## src/inc/udis_pkg.sv

```systemverilog
// Package for the USB device interrupt status block.
// Assumes a single 10 MHz system clock and a 16-bit parallel CPU bus.
package udis_pkg;
  localparam logic [7:0] UDIS_ADDR_STATUS_MAIN = 8'h18;
  localparam int UDIS_BIT_VBUS_CHG = 15;
  localparam int UDIS_BIT_RESUME = 14;
  localparam int UDIS_BIT_FRAME = 13;
  localparam int UDIS_BIT_DSTATE = 12;
  localparam int UDIS_BIT_CSTAGE = 11;
  localparam int UDIS_BIT_EMPTY = 10;
  localparam int UDIS_BIT_NACK = 9;
  localparam int UDIS_BIT_READY = 8;
  localparam int UDIS_BIT_VBUS_LVL = 7;
  localparam int UDIS_DS_LSB = 4;
  localparam int UDIS_BIT_SETUP = 3;
  localparam int UDIS_CS_LSB = 0;
  localparam int UDIS_FIELD_W = 3;
  localparam int UDIS_NUM_EP = 6;
  localparam logic [15:0] UDIS_RESET_VALUE = 16'h0000;

  typedef enum logic [2:0] {
    UDIS_DS_POWERED = 3'h0,
    UDIS_DS_DEFAULT = 3'h1,
    UDIS_DS_ADDRESS = 3'h2,
    UDIS_DS_CONFIGURED = 3'h3,
    UDIS_DS_SUSPENDED = 3'h4
  } udis_dstate_e;

  localparam logic [2:0] UDIS_CS_SEQ_ERR = 3'h6;

  // Hardware events from the device control unit and SIE, one-cycle pulses
  typedef struct packed {
    logic usb_reset;
    logic suspend;
    logic set_address_done;
    logic set_config_done;
    logic setup_end;
    logic wr_status_entry;
    logic rd_status_entry;
    logic xfer_complete;
    logic seq_error;
    logic frame_start;
    logic setup_rx;
    logic stage_load;
    logic [2:0] stage_code;
  } udis_events_s;

  // Interrupt enable register zero bits, owned outside this block
  typedef struct packed {
    logic vbus_ie;
    logic resume_irq_enable;
    logic frame_ie;
    logic dstate_ie;
    logic cstage_ie;
    logic empty_ie;
    logic nack_ie;
    logic ready_ie;
    logic en_usb_reset;
    logic en_set_address;
    logic en_set_config;
    logic en_suspend;
    logic en_wr_status;
    logic en_rd_status;
    logic en_complete;
    logic en_seq_error;
  } udis_enables_s;
endpackage

```

## src/hdl/udis_status.sv

```systemverilog
// Main interrupt status register of a USB device controller.
// Assumes endpoint status and enable registers live outside and
// that vbus and line-state pins are asynchronous to i_clk.
// Notes on behaviour
// - Vbus level change sets bit 15
// - Vbus and resume flags set while clock halted
// - Zero-write clears those only with clock running
// - J to K/SE0 sets resume if enabled
// - Start-of-frame sets bit 13
// - Writable flags: one keeps, zero clears
// - Four maskable causes set device-state flag
// - Five causes set control-stage flag
// - Empty flag mirrors enabled endpoint empty bits
// - Nack flag mirrors enabled endpoint not-ready bits
// - Ready flag mirrors enabled endpoint ready bits
// - Bit 7 shows sampled Vbus level
// - Device-state field encodes USB device states
// - USB reset loads default, suspend loads suspended
// - SetAddress/SetConfiguration advance device state
// - Fields writable only in software control mode
// - Setup flag sets, never interrupts
// - Control-stage field encodes transfer stage
// - Fields and flags reset as documented
// - Causes gated by enable register zero bits, except setup end
// - Per-endpoint enable bits for buffer interrupts
module udis_status
  import udis_pkg::*;
#(
  parameter int NUM_EP = UDIS_NUM_EP
) (
  input wire logic i_clk,
  input wire logic i_rst_n,
  input wire logic i_clk_running,
  input wire logic i_sw_reset,
  input wire logic i_sw_ctrl_mode,
  input wire logic i_vbus,
  input wire logic i_line_j,
  input wire logic i_line_k_or_se0,
  input wire udis_events_s i_ev,
  input wire udis_enables_s i_en,
  input wire logic [NUM_EP-1:0] i_ep_ready_bits,
  input wire logic [NUM_EP-1:0] i_ep_not_ready_bits,
  input wire logic [NUM_EP-1:0] i_ep_empty_overflow_bits,
  input wire logic [NUM_EP-1:0] i_ep_ready_ie,
  input wire logic [NUM_EP-1:0] i_ep_not_ready_ie,
  input wire logic [NUM_EP-1:0] i_ep_empty_ie,
  input wire logic i_wr,
  input wire logic i_rd,
  input wire logic [7:0] i_addr,
  input wire logic [15:0] i_wdata,
  output logic [15:0] o_rdata,
  output logic o_irq
);

  ////////////////////////////////////////////////////////////////////////
  // Reset release and pin synchronisers
  logic rst_meta_q, rst_sync_q;
  logic rst_n;
  always_ff @(posedge i_clk or negedge i_rst_n) begin
    if (!i_rst_n) begin
      rst_meta_q <= 1'b0;
      rst_sync_q <= 1'b0;
    end else begin
      rst_meta_q <= 1'b1;
      rst_sync_q <= rst_meta_q;
    end
  end
  assign rst_n = rst_sync_q;

  logic [2:0] pin_meta_q, pin_sync_q, pin_prev_q;
  always_ff @(posedge i_clk or negedge rst_n) begin
    if (!rst_n) begin
      pin_meta_q <= 3'h0;
      pin_sync_q <= 3'h0;
      pin_prev_q <= 3'h0;
    end else begin
      pin_meta_q <= {i_vbus, i_line_j, i_line_k_or_se0};
      pin_sync_q <= pin_meta_q;
      pin_prev_q <= pin_sync_q;
    end
  end

  logic vbus_s, vbus_prev, j_prev, kse0_s;
  assign vbus_s = pin_sync_q[2];
  assign vbus_prev = pin_prev_q[2];
  assign j_prev = pin_prev_q[1];
  assign kse0_s = pin_sync_q[0];

  ////////////////////////////////////////////////////////////////////////
  // Status state
  function automatic logic clr_bit(input logic [15:0] d, input int b);
    return i_wr && (i_addr == UDIS_ADDR_STATUS_MAIN) && !d[b];
  endfunction

  logic vbus_chg_q, vbus_chg_d, resume_q, resume_d, frame_q, frame_d;
  logic dchg_q, dchg_d, cchg_q, cchg_d, setup_q, setup_d, vlvl_q, vlvl_d;
  logic [2:0] ds_q, ds_d, cs_q, cs_d;
  logic empty_f, nack_f, ready_f;
  logic hit_wr, hw_clr, dev_cause, ctl_cause;

  // The halted-clock case: this block keeps running on i_clk, the
  // internal clock gate state is reported through i_clk_running.
  assign hit_wr = i_wr && (i_addr == UDIS_ADDR_STATUS_MAIN);
  assign hw_clr = i_clk_running;
  assign dev_cause = (i_ev.usb_reset && i_en.en_usb_reset)
                   | (i_ev.suspend && i_en.en_suspend)
                   | (i_ev.set_address_done && i_en.en_set_address)
                   | (i_ev.set_config_done
                      && i_en.en_set_config);
  assign ctl_cause = i_ev.setup_end
                   | (i_ev.wr_status_entry && i_en.en_wr_status)
                   | (i_ev.rd_status_entry && i_en.en_rd_status)
                   | (i_ev.xfer_complete && i_en.en_complete)
                   | (i_ev.seq_error && i_en.en_seq_error);
  assign empty_f = |(i_ep_empty_overflow_bits & i_ep_empty_ie);
  assign nack_f = |(i_ep_not_ready_bits & i_ep_not_ready_ie);
  assign ready_f = |(i_ep_ready_bits & i_ep_ready_ie);

  always_comb begin
    // Set wins over clear for every flag
    vbus_chg_d = (vbus_s != vbus_prev)
               | (vbus_chg_q && !(clr_bit(i_wdata, UDIS_BIT_VBUS_CHG)
                                  && hw_clr));
    resume_d = (j_prev && kse0_s && i_en.resume_irq_enable)
             | (resume_q && !(clr_bit(i_wdata, UDIS_BIT_RESUME)
                              && hw_clr));
    frame_d = i_ev.frame_start
            | (frame_q && !clr_bit(i_wdata, UDIS_BIT_FRAME));
    dchg_d = dev_cause | (dchg_q && !clr_bit(i_wdata, UDIS_BIT_DSTATE));
    cchg_d = ctl_cause | (cchg_q && !clr_bit(i_wdata, UDIS_BIT_CSTAGE));
    setup_d = i_ev.setup_rx
            | (setup_q && !clr_bit(i_wdata, UDIS_BIT_SETUP));
    vlvl_d = vbus_s;
    ds_d = ds_q;
    cs_d = cs_q;
    if (hit_wr && i_sw_ctrl_mode) begin
      ds_d = i_wdata[UDIS_DS_LSB +: UDIS_FIELD_W];
      cs_d = i_wdata[UDIS_CS_LSB +: UDIS_FIELD_W];
    end
    if (i_ev.stage_load) cs_d = i_ev.stage_code;
    if (i_ev.set_address_done) ds_d = UDIS_DS_ADDRESS;
    if (i_ev.set_config_done) ds_d = UDIS_DS_CONFIGURED;
    if (i_ev.suspend) ds_d = UDIS_DS_SUSPENDED;
    if (i_ev.usb_reset) ds_d = UDIS_DS_DEFAULT;
    if (i_sw_reset) begin
      ds_d = UDIS_DS_POWERED;
      cs_d = 3'h0;
      {vbus_chg_d, resume_d, frame_d, dchg_d, cchg_d, setup_d} = 6'h00;
    end
  end

  always_ff @(posedge i_clk or negedge rst_n) begin
    if (!rst_n) begin
      {vbus_chg_q, resume_q, frame_q, dchg_q, cchg_q, setup_q} <= 6'h00;
      vlvl_q <= 1'b0;
      ds_q <= UDIS_DS_POWERED;
      cs_q <= 3'h0;
    end else begin
      {vbus_chg_q, resume_q, frame_q, dchg_q, cchg_q, setup_q}
        <= {vbus_chg_d, resume_d, frame_d, dchg_d, cchg_d, setup_d};
      vlvl_q <= vlvl_d;
      ds_q <= ds_d;
      cs_q <= cs_d;
    end
  end

  ////////////////////////////////////////////////////////////////////////
  // Read data and interrupt request, both registered
  logic [15:0] word, rdata_d;
  logic irq_d;
  always_comb begin
    word = UDIS_RESET_VALUE;
    word[UDIS_BIT_VBUS_CHG] = vbus_chg_q;
    word[UDIS_BIT_RESUME] = resume_q;
    word[UDIS_BIT_FRAME] = frame_q;
    word[UDIS_BIT_DSTATE] = dchg_q;
    word[UDIS_BIT_CSTAGE] = cchg_q;
    word[UDIS_BIT_EMPTY] = empty_f;
    word[UDIS_BIT_NACK] = nack_f;
    word[UDIS_BIT_READY] = ready_f;
    word[UDIS_BIT_VBUS_LVL] = vlvl_q;
    word[UDIS_DS_LSB +: UDIS_FIELD_W] = ds_q;
    word[UDIS_BIT_SETUP] = setup_q;
    word[UDIS_CS_LSB +: UDIS_FIELD_W] = cs_q;
    rdata_d = (i_rd && i_addr == UDIS_ADDR_STATUS_MAIN) ? word : 16'h0000;
    // Setup flag deliberately left out
    irq_d = (vbus_chg_q && i_en.vbus_ie) | (resume_q && i_en.resume_irq_enable)
          | (frame_q && i_en.frame_ie) | (dchg_q && i_en.dstate_ie)
          | (cchg_q && i_en.cstage_ie) | (empty_f && i_en.empty_ie)
          | (nack_f && i_en.nack_ie) | (ready_f && i_en.ready_ie);
  end

  always_ff @(posedge i_clk or negedge rst_n) begin
    if (!rst_n) begin
      o_rdata <= 16'h0000;
      o_irq <= 1'b0;
    end else begin
      o_rdata <= rdata_d;
      o_irq <= irq_d;
    end
  end

  ////////////////////////////////////////////////////////////////////////
  // Assertions
  // Own read decode, so the read checks do not lean on rdata_d
  logic rd_hit;
  assign rd_hit = i_rd && (i_addr == UDIS_ADDR_STATUS_MAIN);

  AST_VBUS_EDGE: assert property (@(posedge i_clk)
    disable iff (!rst_n)
    (vbus_s != vbus_prev && !i_sw_reset) |=> vbus_chg_q)
    else $error("vbus change did not set flag");
  AST_HALT_HOLD: assert property (@(posedge i_clk)
    disable iff (!rst_n)
    (vbus_chg_q && !i_clk_running && !i_sw_reset) |=> vbus_chg_q)
    else $error("vbus flag cleared while clock halted");
  AST_RESUME_GATE: assert property (@(posedge i_clk)
    disable iff (!rst_n)
    (!resume_q && !i_en.resume_irq_enable) |=> !resume_q)
    else $error("resume flag set while disabled");
  AST_RESUME_SET: assert property (@(posedge i_clk)
    disable iff (!rst_n)
    (j_prev && kse0_s && i_en.resume_irq_enable && !i_sw_reset)
      |=> resume_q)
    else $error("enabled line change did not set resume flag");
  AST_FRAME_SET: assert property (@(posedge i_clk)
    disable iff (!rst_n)
    (i_ev.frame_start && !i_sw_reset) |=> frame_q)
    else $error("frame start lost");
  AST_KEEP_ONE: assert property (@(posedge i_clk)
    disable iff (!rst_n)
    (hit_wr && i_wdata[UDIS_BIT_FRAME] && frame_q && !i_sw_reset)
      |=> frame_q)
    else $error("writing one cleared frame flag");
  AST_ZERO_CLEAR: assert property (@(posedge i_clk)
    disable iff (!rst_n)
    (hit_wr && !i_wdata[UDIS_BIT_FRAME] && !i_ev.frame_start
      && !i_sw_reset) |=> !frame_q)
    else $error("writing zero did not clear frame flag");
  AST_DSTATE_SET: assert property (@(posedge i_clk)
    disable iff (!rst_n)
    (i_ev.set_address_done && i_en.en_set_address && !i_sw_reset)
      |=> dchg_q)
    else $error("enabled address cause did not set state flag");
  AST_STAGE_SET: assert property (@(posedge i_clk)
    disable iff (!rst_n)
    (i_ev.setup_end && !i_sw_reset) |=> cchg_q)
    else $error("setup end did not set stage flag");
  AST_STAGE_MASK: assert property (@(posedge i_clk)
    disable iff (!rst_n)
    (!cchg_q && !i_ev.setup_end && !i_en.en_wr_status
      && !i_en.en_rd_status && !i_en.en_complete && !i_en.en_seq_error)
      |=> !cchg_q)
    else $error("masked stage cause set stage flag");
  AST_EMPTY_MIRROR: assert property (@(posedge i_clk)
    disable iff (!rst_n)
    rd_hit |=> o_rdata[UDIS_BIT_EMPTY] == $past(empty_f))
    else $error("empty flag not mirrored");
  AST_EMPTY_SET: assert property (@(posedge i_clk)
    disable iff (!rst_n)
    (rd_hit && |(i_ep_empty_overflow_bits & i_ep_empty_ie))
      |=> o_rdata[UDIS_BIT_EMPTY])
    else $error("enabled empty endpoint not reported");
  AST_NACK_SET: assert property (@(posedge i_clk)
    disable iff (!rst_n)
    (rd_hit && |(i_ep_not_ready_bits & i_ep_not_ready_ie))
      |=> o_rdata[UDIS_BIT_NACK])
    else $error("enabled not-ready endpoint not reported");
  AST_READY_CLR: assert property (@(posedge i_clk)
    disable iff (!rst_n)
    (rd_hit && (i_ep_ready_bits & i_ep_ready_ie) == '0)
      |=> !o_rdata[UDIS_BIT_READY])
    else $error("ready flag reported with no ready endpoint");
  AST_VBUS_LEVEL: assert property (@(posedge i_clk)
    disable iff (!rst_n)
    $rose(vbus_s) |=> vlvl_q)
    else $error("vbus level bit did not follow pin");
  AST_DEV_RESET: assert property (@(posedge i_clk)
    disable iff (!rst_n)
    (i_ev.usb_reset && !i_sw_reset) |=> ds_q == UDIS_DS_DEFAULT)
    else $error("usb reset did not load default state");
  AST_DS_SUSPEND: assert property (@(posedge i_clk)
    disable iff (!rst_n)
    (i_ev.suspend && !i_ev.usb_reset && !i_sw_reset)
      |=> ds_q[UDIS_FIELD_W-1])
    else $error("suspend did not load a suspended code");
  AST_DS_CONFIG: assert property (@(posedge i_clk)
    disable iff (!rst_n)
    (i_ev.set_config_done && !i_ev.suspend && !i_ev.usb_reset
      && !i_sw_reset) |=> ds_q == UDIS_DS_CONFIGURED)
    else $error("configuration did not load configured state");
  AST_FIELD_LOCK: assert property (@(posedge i_clk)
    disable iff (!rst_n)
    (!i_sw_ctrl_mode && !i_ev.stage_load && !i_sw_reset)
      |=> $stable(cs_q))
    else $error("stage field changed outside software mode");
  AST_DS_LOCK: assert property (@(posedge i_clk)
    disable iff (!rst_n)
    (!i_sw_ctrl_mode && !i_ev.set_address_done && !i_ev.set_config_done
      && !i_ev.suspend && !i_ev.usb_reset && !i_sw_reset) |=> $stable(ds_q))
    else $error("state field changed outside software mode");
  AST_SETUP_SET: assert property (@(posedge i_clk)
    disable iff (!rst_n)
    (i_ev.setup_rx && !i_sw_reset) |=> setup_q)
    else $error("setup packet did not set setup flag");
  AST_STAGE_LOAD: assert property (@(posedge i_clk)
    disable iff (!rst_n)
    (i_ev.stage_load && !i_sw_reset) |=> cs_q == $past(i_ev.stage_code))
    else $error("stage code not loaded");
  AST_SW_RESET: assert property (@(posedge i_clk)
    disable iff (!rst_n)
    i_sw_reset |=> (ds_q == UDIS_DS_POWERED && cs_q == '0
      && !vbus_chg_q && !resume_q && !frame_q && !setup_q))
    else $error("software reset left state behind");
  AST_SETUP_NO_IRQ: assert property (@(posedge i_clk)
    disable iff (!rst_n)
    (word[15:8] == 8'h00) |=> !o_irq)
    else $error("irq without event flag");
  AST_IRQ_ENABLED: assert property (@(posedge i_clk)
    disable iff (!rst_n)
    (frame_q && i_en.frame_ie) |=> o_irq)
    else $error("enabled flag did not raise irq");
  COV_VBUS: cover property (@(posedge i_clk) disable iff (!rst_n) vbus_chg_q);
  COV_RESUME: cover property (@(posedge i_clk) disable iff (!rst_n) resume_q);
  COV_IRQ: cover property (@(posedge i_clk) disable iff (!rst_n) o_irq);
  COV_CONFIG: cover property (@(posedge i_clk) disable iff (!rst_n)
    ds_q == UDIS_DS_CONFIGURED);
  COV_STAGE_ERR: cover property (@(posedge i_clk) disable iff (!rst_n)
    cs_q == UDIS_CS_SEQ_ERR);
endmodule

```

## config.mk

```make
export PLATFORM = sky130hd
export DESIGN_NAME = udis_status
export DESIGN_NICKNAME = d
export VERILOG_FILES = /design/src/inc/udis_pkg.sv /design/src/hdl/udis_status.sv
export SDC_FILE = /design/constraint.sdc
export NUM_CORES = 1
export LEC_CHECK = 0
export BUFFER_PORTS_ARGS = -buffer_cell sky130_fd_sc_hd__buf_2
export CELL_PAD_IN_SITES_DETAIL_PLACEMENT = 1
export CELL_PAD_IN_SITES_GLOBAL_PLACEMENT = 1
export CORE_AREA = 2 2 75 77
export DETAILED_ROUTE_END_ITERATION = 8
export DIE_AREA = 0 0 77 79
export PLACE_DENSITY = 0.79
export SLEW_MARGIN = 20
export SYNTH_ARGS = -nofsm -noshare
export SYNTH_HDL_FRONTEND = slang
export SYNTH_SLANG_ARGS = --single-unit
```

## constraint.sdc

```tcl
create_clock -name i_clk -period 1.9 [get_ports i_clk]
set_clock_uncertainty 0.1 [all_clocks]
set_input_delay 0 -clock i_clk [delete_from_list [all_inputs] [get_ports i_clk]]
set_output_delay 0 -clock i_clk [all_outputs]
set_load 0.02 [all_outputs]
```

## Yosys cells after proc, flatten, opt, wreduce, memory -nomap -nowiden

Cells that the tools add are included.

- Flip-flop bits (word level): 41
- Bits in latches: 0
- Memory bits (writable): 0
- Bits in read-only memories: 0
- Bits of input ports: 101
- Output and inout bits: 17
- Logic and storage cells: 109
- Memories: 0

- Add/subtract/negate cells: 0
- Multiply operators: 0
- Divide/modulo/power cells: 0
- $lt $le $gt $ge: 0
- Equal/unequal tests: 2
- Shifts and indexed selects: 0
- Multiplexer cells: 16
- Bitwise logic cells: 23
- Reduce and logical (&&, ||, !) cells: 52

Operators with widths:

| cell | number |
|---|---|
| 1-bit logical AND | 35 |
| 3-bit two-way mux | 9 |
| 1-bit bitwise OR | 20 |
| 6-bit AND | 3 |
| 6-bit OR reduction | 3 |
| 16-bit two-way mux | 1 |
| 1-bit logical NOT | 12 |
| 8-bit by 5-bit equality test with 1-bit output, second input constant | 1 |
| 1-bit two-way mux | 6 |
| 6-bit nonzero test | 1 |
| 3-bit nonzero test | 1 |
| 1-bit != test | 1 |

## Logic depth before layout (Yosys ltp)

Gate-level depths: netlist of run 1.

- Depth after elaboration: 9
- Gate-level depth with buffers: 4
- Mapped depth without buffers: 4

## Worst setup path after synthesis of run 1

No wires, ideal clock.

- Kind: input to register
- Start: in i_addr[1]
- End: reg ds_q[1]
- Setup time: 125 ps
- Data arrival time: 1020 ps
- Data required time: 1675 ps
- Slack: 655 ps
- Stages: 4
- Path buffers: 0
- Cells stage by stage: nor4b_4 > nand4_4 > mux2i_1 > a2111oi_0

- Longest elaborated chain between the ends: 4

Ends and longest elaborated chain:

| element | line | RTL |
|---|---|---|
| from (decl) | udis_status.sv:49 | `input wire logic [7:0] i_addr,` |
| 8-bit by 5-bit equality test with 1-bit output | n/a |  |
| 1-bit logical AND | udis_status.sv:103 | `assign hit_wr = i_wr && (i_addr == UDIS_ADDR_STATUS_MAIN);` |
| 1-bit logical AND | udis_status.sv:136 | `if (hit_wr && i_sw_ctrl_mode) begin` |
| 6-bit nonzero test (no source line) | n/a |  |
| to (signal assigned) | udis_status.sv:162 | `ds_q <= ds_d;` |
| to (decl) | udis_status.sv:97 | `logic [2:0] ds_q, ds_d, cs_q, cs_d;` |

Every way passes these cells.
A chain may end at the register's enable or synchronous reset.

## Worst setup path in the final report of run 1

- Start: in i_ep_empty_ie[2]
- End: reg o_irq

- Longest elaborated chain between the ends: 6

Ends and longest elaborated chain:

| element | line | RTL |
|---|---|---|
| from (decl) | udis_status.sv:46 | `input wire logic [NUM_EP-1:0] i_ep_empty_ie,` |
| 6-bit AND | udis_status.sv:115 | `assign empty_f = \|(i_ep_empty_overflow_bits & i_ep_empty_ie);` |
| 6-bit OR reduction | udis_status.sv:115 |  |
| 1-bit logical AND | udis_status.sv:189 | `\| (cchg_q && i_en.cstage_ie) \| (empty_f && i_en.empty_ie)` |
| 1-bit bitwise OR | udis_status.sv:189 |  |
| 1-bit bitwise OR (2 in series) | udis_status.sv:190 | `\| (nack_f && i_en.nack_ie) \| (ready_f && i_en.ready_ie);` |
| via irq_d | udis_status.sv:170 | `logic irq_d;` |
| to (signal assigned) | udis_status.sv:199 | `o_irq <= irq_d;` |
| to (decl) | udis_status.sv:52 | `output logic o_irq` |

The timed path passes the listed nets, and every way through them passes these cells.

==> impl_metrics.toml, run 1 <==
[global_routing]
antenna_found_initial = 0
grt_pass1_wl_mm = 8.37
grt_usage = 0.177
grt_pass1_vias = 1902
grt_max_degree = 38
overflow = 0

[routing]
drc_errors = 0
avgRoutedWirePerCell_um = 14.3
antenna_left = 0
first_pass_iters = 4
num_vias = 1660
wl_mm = 5.20
routed_via_density = 4.57
drtIter0Drc = 50

[worst_setup_path]
cp_num_buf_inv = 3
required_ns = 1.94
crit_type = "input port to flop"
crit_slowest_cell = "dlygate4sd3_1"
end_kind = "flop"
path_cells = "dlygate4sd3_1, buf_2, a22oi_1, dlygate4sd3_1, nand3_1, a22oi_1, o2111ai_1"
worstPathArrival_ns = 1.81
startpoint_type = "input port"
rrSetupSlack_ns = 0.17
crit_fanout = 2
crit_family = "buffers and inverters"
worst_path_largest_cell_delay_ns = 0.57

[floorplan]
initial_core_util = 0.298
placementRows = 27
die-width_um = 77
ios = 118
coreArea_sq_um = 5340
die_h_um = 79
die_area_sq_um = 6080

[timing]
finalHoldViolations = 1
setup_violations = 0
holdWs_ns = -0.0230
rsz0062_at_grt = "false"
drv_slew = 0
fin_crit_sh = 0.933
period_needed_ns = 1.77
slew_headroom = 0.480
worst_pin_slew_ns = 0.780
tns_ns = 0
fmax_mhz = 564

[yosys]
ys_ff_latch = 39
yosysWarnings = 0
synth.cell_area_sq_um = 1590
mappedNetlistNets = 227
syn_area_per_cell_sq_um = 12.6
ys_seq_area_frac = 0.614
synth_cells = 126
netlist-cell-type-count = 31

[cells_and_area]
diodes = 0
final_layout_size_suffix_gt1_frac = 0.454
fill_cells = 630
fin_nets = 391
areaGrowthSynthToFinish_pct = 76.0
stdcell_area_sq_um = 2800

[place]
place_area_sq_um = 2230
place.gp.congestion = 0.749
portBuffers = 113
hpwl_mm = 3.48

[clocking]
cts-root-buf = "clkbuf_8"
clk_pin_slew_worst_paths_ns = 0.07
numClockSinks = 39
max-clock-path-buffers = 2
cts_tree = "yes"
post_cts_buffers = 0
cts_made_buffers = 5
clock_latency_ns = 0.28
cts_htree_levels = 2

[pwr]
ir_drop_uv = 394
powerDensity_nw_per_um2 = 614
p_leak_nw = 1.47

[hold_path]
min_path_type = "input port to flop"

[run_status]
status = "finished with violations"
failed_checks = "negative hold slack"

[job]
maxCapViolCount = 0
[state kept, by name (all words and copies together), names as in the netlist, 2 cells and up]
name        flops
cs_q            3
pin_prev_q      2
ds_q            3
o_rdata        16
pin_sync_q      3
pin_meta_q      3
[metrics by stage]
step	util	setup slack (ns)	cells	power [mW]
final	0.524	0.128	363	1.72
after global routing	0.524	0.0399	363	1.81
after CTS	0.523	0.0430	364	1.74
after detailed placement	0.418	0.376	309	1.09
after global placement	0.418	0.447	309	1.08
after floorplan	-	0.635	126	0.956
[layer usage]
| metal | vias up | GRT usage | part of all wire |
|---|---|---|---|
| met4 | 0 | 0.0589 | 0.015 |
| met2 | 67 | 0.356 | 0.58 |
| met1 | 793 | 0.174 | 0.34 |
| met5 | - | 0 | 0 |
| met3 | 9 | 0.0477 | 0.060 |
| li1 | 791 | - | - |
[cell usage after synthesis]
cell        n  area, sq um
mux2_1      1         11.3
and3_2      1         7.51
conb_1      1         3.75
clkbuf_1    1         3.75
a221oi_1    1         8.76
nand4_4     1         21.3
and2_2      4         30.0
a211oi_1    3         22.5
buf_6       1         11.3
a31oi_1     2         12.5
nor2_1      5         18.8
nor4b_4     2         47.6
a22oi_1    12         90.1
nand2_1     2         7.51
nand3_1     5         25.0
o2111ai_1   1         8.76
o31ai_1     2         15.0
nor2b_1     2         12.5
nand4_1     2         12.5
a2111oi_0   1         8.76
o21ai_0     4         20.0
dfrtp_1    39          976
xnor2_1     1         8.76
a222oi_1    2         20.0
o21bai_1    1         7.51
a21oi_1     6         30.0
nand4b_1    1         8.76
inv_1       6         22.5
o211ai_1    1         7.51
mux2i_1     4         40.0
and2_1     11         68.8
[final cells by class]
class,count,area [sq um],share of cell area
tap,72,90.1,0.0322
timing repair buffer,159,1030,0.367
sequential,39,977,0.349
inverter,6,22.5,0.00805
multi-input combinational,79,589,0.211
clock buffer,7,86.3,0.0309
clock inverter,1,5.00,0.00179
[cells in the final DEF (no fill, tap or decap), types with 2 or more instances in the layout]
master	netlist	layout
a211oi_2	0	2
a21oi_1	6	5
a222oi_1	2	2
a22oi_1	12	12
a31oi_1	2	2
and2_1	11	11
and2_2	4	4
buf_2	0	113
clkbuf_8	0	6
dfrtp_1	39	38
dlygate4sd3_1	0	46
inv_1	6	6
mux2i_1	4	4
nand2_1	2	2
nand3_1	5	5
nand4_1	2	2
nor2_1	5	5
nor2b_1	2	2
nor4b_4	2	2
o21ai_0	4	4
o31ai_1	2	2
[cell families after synthesis]
| family | synth area share |
|---|---|
| flip-flops | 0.614 |
| other | 0.00236 |
| AO/OA/AOI/OAI | 0.158 |
| AND/OR/NAND/NOR | 0.164 |
| buffers and inverters | 0.0236 |
| multiplexers | 0.0323 |
| XOR/XNOR | 0.00551 |
[where the power goes]
part	switching [mW]	internal, mW
Combinational	0.0953	0.176
Clock	0.265	0.293
Sequential	0.0290	0.858
[worst paths after layout]
kind | end | from | cells past startpoint
min reg2reg | pin_meta_q[2] | rst_n | 0
min | cchg_q | i_wdata[11] | 3
min in group asynchronous | pin_meta_q[2] | rst_n | 0
max | o_irq | i_ep_empty_ie[2] | 7
max reg2reg | o_irq | resume_q | 3
max in group asynchronous | o_rdata[12] | rst_n | 0
[tightest hold or removal path, stage by stage]
cell,delay [ns]
buf_2,0.07
o21ai_0,0.08
a31oi_1,0.16
[repair_timing]
item / CTS / global route
resized for setup: 0 / 3
endpoints found under the setup margin: 0 / 3
hold buffers: 47 / 2
hold endpoints to repair: 20 / 1
No activity file was read; power rests on OpenSTA's default activity.
==> inputs of run 2 (changes only) <==
--- a/config.mk
+++ b/config.mk
@@ -5,12 +5,14 @@
 export SDC_FILE = /design/constraint.sdc
 export NUM_CORES = 1
 export LEC_CHECK = 0
+export ABC_AREA = 1
+export ABC_CLOCK_PERIOD_IN_PS = 1900
 export BUFFER_PORTS_ARGS = -buffer_cell sky130_fd_sc_hd__buf_2
 export CELL_PAD_IN_SITES_DETAIL_PLACEMENT = 1
 export CELL_PAD_IN_SITES_GLOBAL_PLACEMENT = 1
-export CORE_AREA = 2 2 75 77
+export CORE_AREA = 2 2 80 82
 export DETAILED_ROUTE_END_ITERATION = 8
-export DIE_AREA = 0 0 77 79
+export DIE_AREA = 0 0 82 84
 export PLACE_DENSITY = 0.79
 export SLEW_MARGIN = 20
 export SYNTH_ARGS = -nofsm -noshare
==> impl_metrics.toml, run 2 <==
[run_status]
status = "completed"

[worst_setup_path]
r2r_cells = 7
required_ns = 1.97
startpoint_type = "input port"
crit_type = "input port to flop"
r2r-start = "dchg_q"
end_kind = "flop"
worstPathArrival_ns = 1.84
startpoint = "i_ev[14]"
crit_fanout = 4

[routing]
routed_via_density = 4.40
avgRoutedWirePerCell_um = 13.1
antenna_left = 0
drtIter0Drc = 45
num_vias = 2004
drc_errors = 0
first_pass_iters = 4
wl_mm = 5.94

[yosys]
netlist-cell-type-count = 22
syn_area_per_cell_sq_um = 8.47
ys_seq_area_frac = 0.536
mappedNetlistNets = 316
netlist.area_leader.share = 0.536
synth_cells = 215
ys_ff_latch = 39
netlist_top_cells_count = "nand2_1, dfrtp_1, inv_1, nor2_1, a21oi_1"
synth.cell_area_sq_um = 1820
synth-edff-count = 0
synth-main-ff-cell = "dfrtp_1"
synth_most_common_cell = "nand2_1"
yosysWarnings = 0
synth_area_leaders = "dfrtp_1, nand2_1, inv_1"
async_flop_share = 1.00
synth_area_leader_cell = "dfrtp_1"

[global_routing]
grt_pass1_wl_mm = 9.91
overflow = 0
grt_pass1_vias = 2303
antenna_found_initial = 1
grt_max_degree = 38
grt_usage = 0.189

[cells_and_area]
mostFrequentLayoutCell = "buf_2"
final_cell_mix = "buf_2, nand2_1, dlygate4sd3_1, dfrtp_1, inv_1"
instances_no_fill = 455
regArea_sq_um = 977
multi_input_area_sq_um = 712
fill_cells = 799
fin_nets = 477
final_layout_size_suffix_gt1_frac = 0.363
largest_reg_flops = 16
top_register = "o_rdata"
areaGrowthSynthToFinish_pct = 64.2

[pwr]
ir_drop_uv = 355
powerDensity_nw_per_um2 = 583
switching_power_mw = 0.449
p_seq_frac = 0.510
pwr-share-comb = 0.179
p_int_mw = 1.29
p_leak_nw = 1.70
sw_frac_of_total = 0.258
power.share.clock = 0.311

[timing]
drv_slew = 0
rsz0062_at_grt = "false"
finalHoldViolations = 0
period_needed_ns = 1.76
slew_headroom = 0.466
holdWs_ns = 0.0225
fmax_mhz = 567
fin_crit_sh = 0.929
setup_violations = 0
tns_ns = 0
worst_pin_slew_ns = 0.801

[clocking]
clock_latency_ns = 0.28
cts-root-buf = "clkbuf_8"
max-clock-path-buffers = 2
post_cts_buffers = 0
cts_tree = "yes"
cts_htree_levels = 2
cts_made_buffers = 5
numClockSinks = 39
clk_pin_slew_worst_paths_ns = 0.07

[floorplan]
placementRows = 29
initial_core_util = 0.299
die_h_um = 84
die_area_sq_um = 6890
ios = 118
die-width_um = 82
coreArea_sq_um = 6100

[hold_path]
min_from = "i_rd"
worstHoldPathCells = 3
min_path_type = "input port to flop"

[place]
hpwl_mm = 4.10
dp.cells = 403
place.gp.congestion = 0.695
portBuffers = 113

[job]
maxCapViolCount = 0
## run 2: cell types whose count changed in the layout (fill, tap and decap cells not counted), moves of 6 or more
| cell | change |
|---|---|
| nor2_2 | +6 |
| nor2_1 | +12 |
| and2_1 | -11 |
| a21oi_1 | +9 |
| a22oi_1 | -12 |
| inv_1 | +27 |
| nand2_1 | +66 |
## run 2: final cells by class
| class | instances | area share |
|---|---|---|
| flip-flops and latches | 39 | 0.327 |
| well taps | 77 | 0.0322 |
| repair buffers | 156 | 0.333 |
| clock buffers | 7 | 0.0255 |
| diodes | 1 | 0.000837 |
| multi-input cells | 141 | 0.238 |
| inverters | 33 | 0.0414 |
| clock inverters | 1 | 0.00167 |
## run 2: logic make-up after synthesis
group	count (synthesis)	synth area share
simple gates	121	0.326
flops	39	0.536
buf+inv	35	0.0763
compound gates	18	0.0550
xor+xnor	1	0.00481
other cells	1	0.00206
## run 2: layer usage
| metal | wire (um) | vias up | GRT usage | share of wire |
|---|---|---|---|---|
| met5 | 0 | - | 0 | 0 |
| met4 | 146 | 0 | 0.0606 | 0.025 |
| met3 | 285 | 11 | 0.0379 | 0.048 |
| met2 | 3310 | 66 | 0.360 | 0.56 |
| met1 | 2190 | 940 | 0.198 | 0.37 |
| li1 | - | 987 | - | - |
## run 2: worst paths after layout
| kind | endpoint | slack [ns] |
|---|---|---|
| min in group asynchronous | o_rdata[3] | 0.25 |
| hold / removal | o_rdata[11] | 0.02 |
| setup reg to reg | o_irq | 0.23 |
| max in group asynchronous | setup_q | 0.93 |
| hold reg to reg | o_rdata[3] | 0.25 |
| setup / recovery | ds_q[2] | 0.14 |
## run 2: critical path: stages
cell	delay (ns)
dlygate4sd3_1	0.53
buf_2	0.14
nor2_1	0.09
nand2_1	0.11
nor3_4	0.19
nand2_2	0.09
nand2_1	0.08
nand2_1	0.05
dlygate4sd3_1	0.55
## run 2: power by group through the flow
| stage | Combinational [mW] | Clock (mW) | Sequential [mW] |
|---|---|---|---|
| finish | 0.312 | 0.542 | 0.889 |
| global placement | 0.222 | 0 | 0.905 |
| detailed placement | 0.233 | 0 | 0.908 |
| floorplan | 0.102 | 0 | 0.900 |
| global route | 0.351 | 0.604 | 0.896 |
| CTS | 0.311 | 0.558 | 0.891 |
## run 2: stage by stage
step                       util  setup slack [ns]  total power, mW  area [sq um]
final                     0.490             0.135             1.74          2990
after detailed placement  0.405             0.766             1.14          2470
after global placement    0.405             0.785             1.13          2470
after CTS                 0.494            0.0110             1.76          3010
after floorplan               -             0.635             1.00          1820
after global routing      0.490            0.0470             1.85          2990
## run 2: what timing repair did
item,in CTS,in global routing
gates resized for setup,0,1
setup endpoints to repair,0,6
endpoints found under the hold margin,21,1
hold buffers,46,2
==> inputs of run 3 (changes only) <==
--- a/config.mk
+++ b/config.mk
@@ -14,6 +14,7 @@
 export DETAILED_ROUTE_END_ITERATION = 8
 export DIE_AREA = 0 0 82 84
 export PLACE_DENSITY = 0.79
+export SETUP_SLACK_MARGIN = 0.3
 export SLEW_MARGIN = 20
 export SYNTH_ARGS = -nofsm -noshare
 export SYNTH_HDL_FRONTEND = slang
==> impl_metrics.toml, run 3 (synthesized netlist as in run 2, its figures left out) <==
[timing]
period_needed_ns = 1.54
worst_pin_slew_ns = 0.809
rsz0062_at_grt = "false"
drv_slew = 0
slew_headroom = 0.461
setup_violations = 0
finalHoldViolations = 0
fmax_mhz = 649
fin_crit_sh = 0.811
tns_ns = 0

[routing]
drc_errors = 0
num_vias = 2002
drtIter0Drc = 76
avgRoutedWirePerCell_um = 13.0
antenna_left = 0
routed_via_density = 4.40
wl_mm = 5.92
first_pass_iters = 3

[cells_and_area]
fill_cells = 785
areaGrowthSynthToFinish_pct = 64.0
final_cell_mix = "buf_2, nand2_1, dlygate4sd3_1, dfrtp_1, inv_1"
multi_input_area_sq_um = 716
mostFrequentLayoutCell = "buf_2"
instances_no_fill = 455
final_layout_size_suffix_gt1_frac = 0.378
regArea_sq_um = 977
largest_reg_flops = 16
top_register = "o_rdata"
fin_nets = 476

[floorplan]
die_h_um = 84
placementRows = 29
die-width_um = 82
ios = 118
die_area_sq_um = 6890
initial_core_util = 0.299
coreArea_sq_um = 6100

[clocking]
cts_made_buffers = 5
numClockSinks = 39
cts_htree_levels = 2
cts_tree = "yes"
clock_latency_ns = 0.29
max-clock-path-buffers = 2
clk_pin_slew_worst_paths_ns = 0.08
cts-root-buf = "clkbuf_8"

[global_routing]
grt_max_degree = 38
grt_pass1_vias = 2332
grt_pass1_wl_mm = 9.92
antenna_found_initial = 2
grt_usage = 0.188
overflow = 0

[worst_setup_path]
rrSetupSlack_ns = 0.59
r2r_cells = 3
crit_type = "input port to flop"
endpoint = "cchg_q"
startpoint = "i_ev[10]"
path_common_cell = "dlygate4sd3_1"
startpoint_type = "input port"
r2r-end = "resume_q"
path_cells = "dlygate4sd3_1, buf_2, nor3b_1, a21oi_1, dlygate4sd3_1"
end_kind = "flop"
crit_slowest_cell = "dlygate4sd3_1"
crit_fanout = 1
required_ns = 1.97
worstPathArrival_ns = 1.61
r2r-start = "resume_q"
worst_path_largest_cell_delay_ns = 0.56

[place]
hpwl_mm = 4.10
portBuffers = 113
dp.cells = 403
place.gp.congestion = 0.695

[pwr]
powerDensity_nw_per_um2 = 584
p_leak_nw = 1.70
ir_drop_uv = 379

[job]
maxCapViolCount = 0

[hold_path]
min_path_type = "input port to flop"

[run_status]
status = "completed"
run 3: worst min path at each step:
stage	end	depth (start not counted)	start
after floorplan	rst_meta_q	0	i_rst_n
final	o_rdata[9]	5	i_ep_not_ready_bits[2]
after global routing	o_rdata[13]	3	i_rd
after CTS	o_irq	7	i_ep_not_ready_ie[1]
after global placement	rst_meta_q	1	i_rst_n
after detailed placement	rst_meta_q	1	i_rst_n
run 3: layer usage:
metal / global-route usage / wire length [um] / vias to the layer above
met5: 0 / 0 / -
li1: - / - / 980
met3: 0.0379 / 282 / 11
met2: 0.357 / 3360 / 68
met1: 0.192 / 2150 / 943
met4: 0.0758 / 127 / 0
run 3: area by class of cell:
| cell class | count | area share |
|---|---|---|
| repair buffers | 155 | 0.330 |
| flip-flops and latches | 39 | 0.327 |
| well taps | 77 | 0.0323 |
| inverters | 33 | 0.0415 |
| clock inverters | 1 | 0.00168 |
| diodes | 2 | 0.00168 |
| clock buffers | 7 | 0.0256 |
| multi-input cells | 141 | 0.240 |
run 3: what timing repair did:
| item | in CTS | in global routing |
|---|---|---|
| gates resized for setup | 0 | 5 |
| hold buffers | 46 | 0 |
| buffers inserted | 0 | 0 |
| setup endpoints to repair | 0 | 3 |
| endpoints found under the hold margin | 21 | 0 |
run 3: where the power goes:
| part | total [mW] | switching [mW] | leakage [nW] | internal [mW] |
|---|---|---|---|---|
| clock | 0.541 | 0.284 | 0.0422 | 0.258 |
| combinational | 0.313 | 0.136 | 1.15 | 0.177 |
| sequential | 0.889 | 0.0301 | 0.502 | 0.859 |
run 3: metrics by stage:
step	hold WS [ns]	setup WS [ns]	total power, mW	area [sq um]	util
2_1_floorplan	-0.396	0.635	1.00	1820	-
3_3_place_gp	-0.315	0.785	1.13	2470	0.405
3_5_place_dp	-0.310	0.766	1.14	2470	0.405
4_1_cts	0.0154	0.326	1.76	3010	0.494
5_1_grt	0.0222	0.291	1.85	2990	0.490
6_report	0.0148	0.359	1.74	2990	0.490
run 3: critical path: cells and delay by family:
kind,cells,cell delay [ns]
compound gates,1,0.11
buf+inv,3,1.21
simple gates,1,0.29
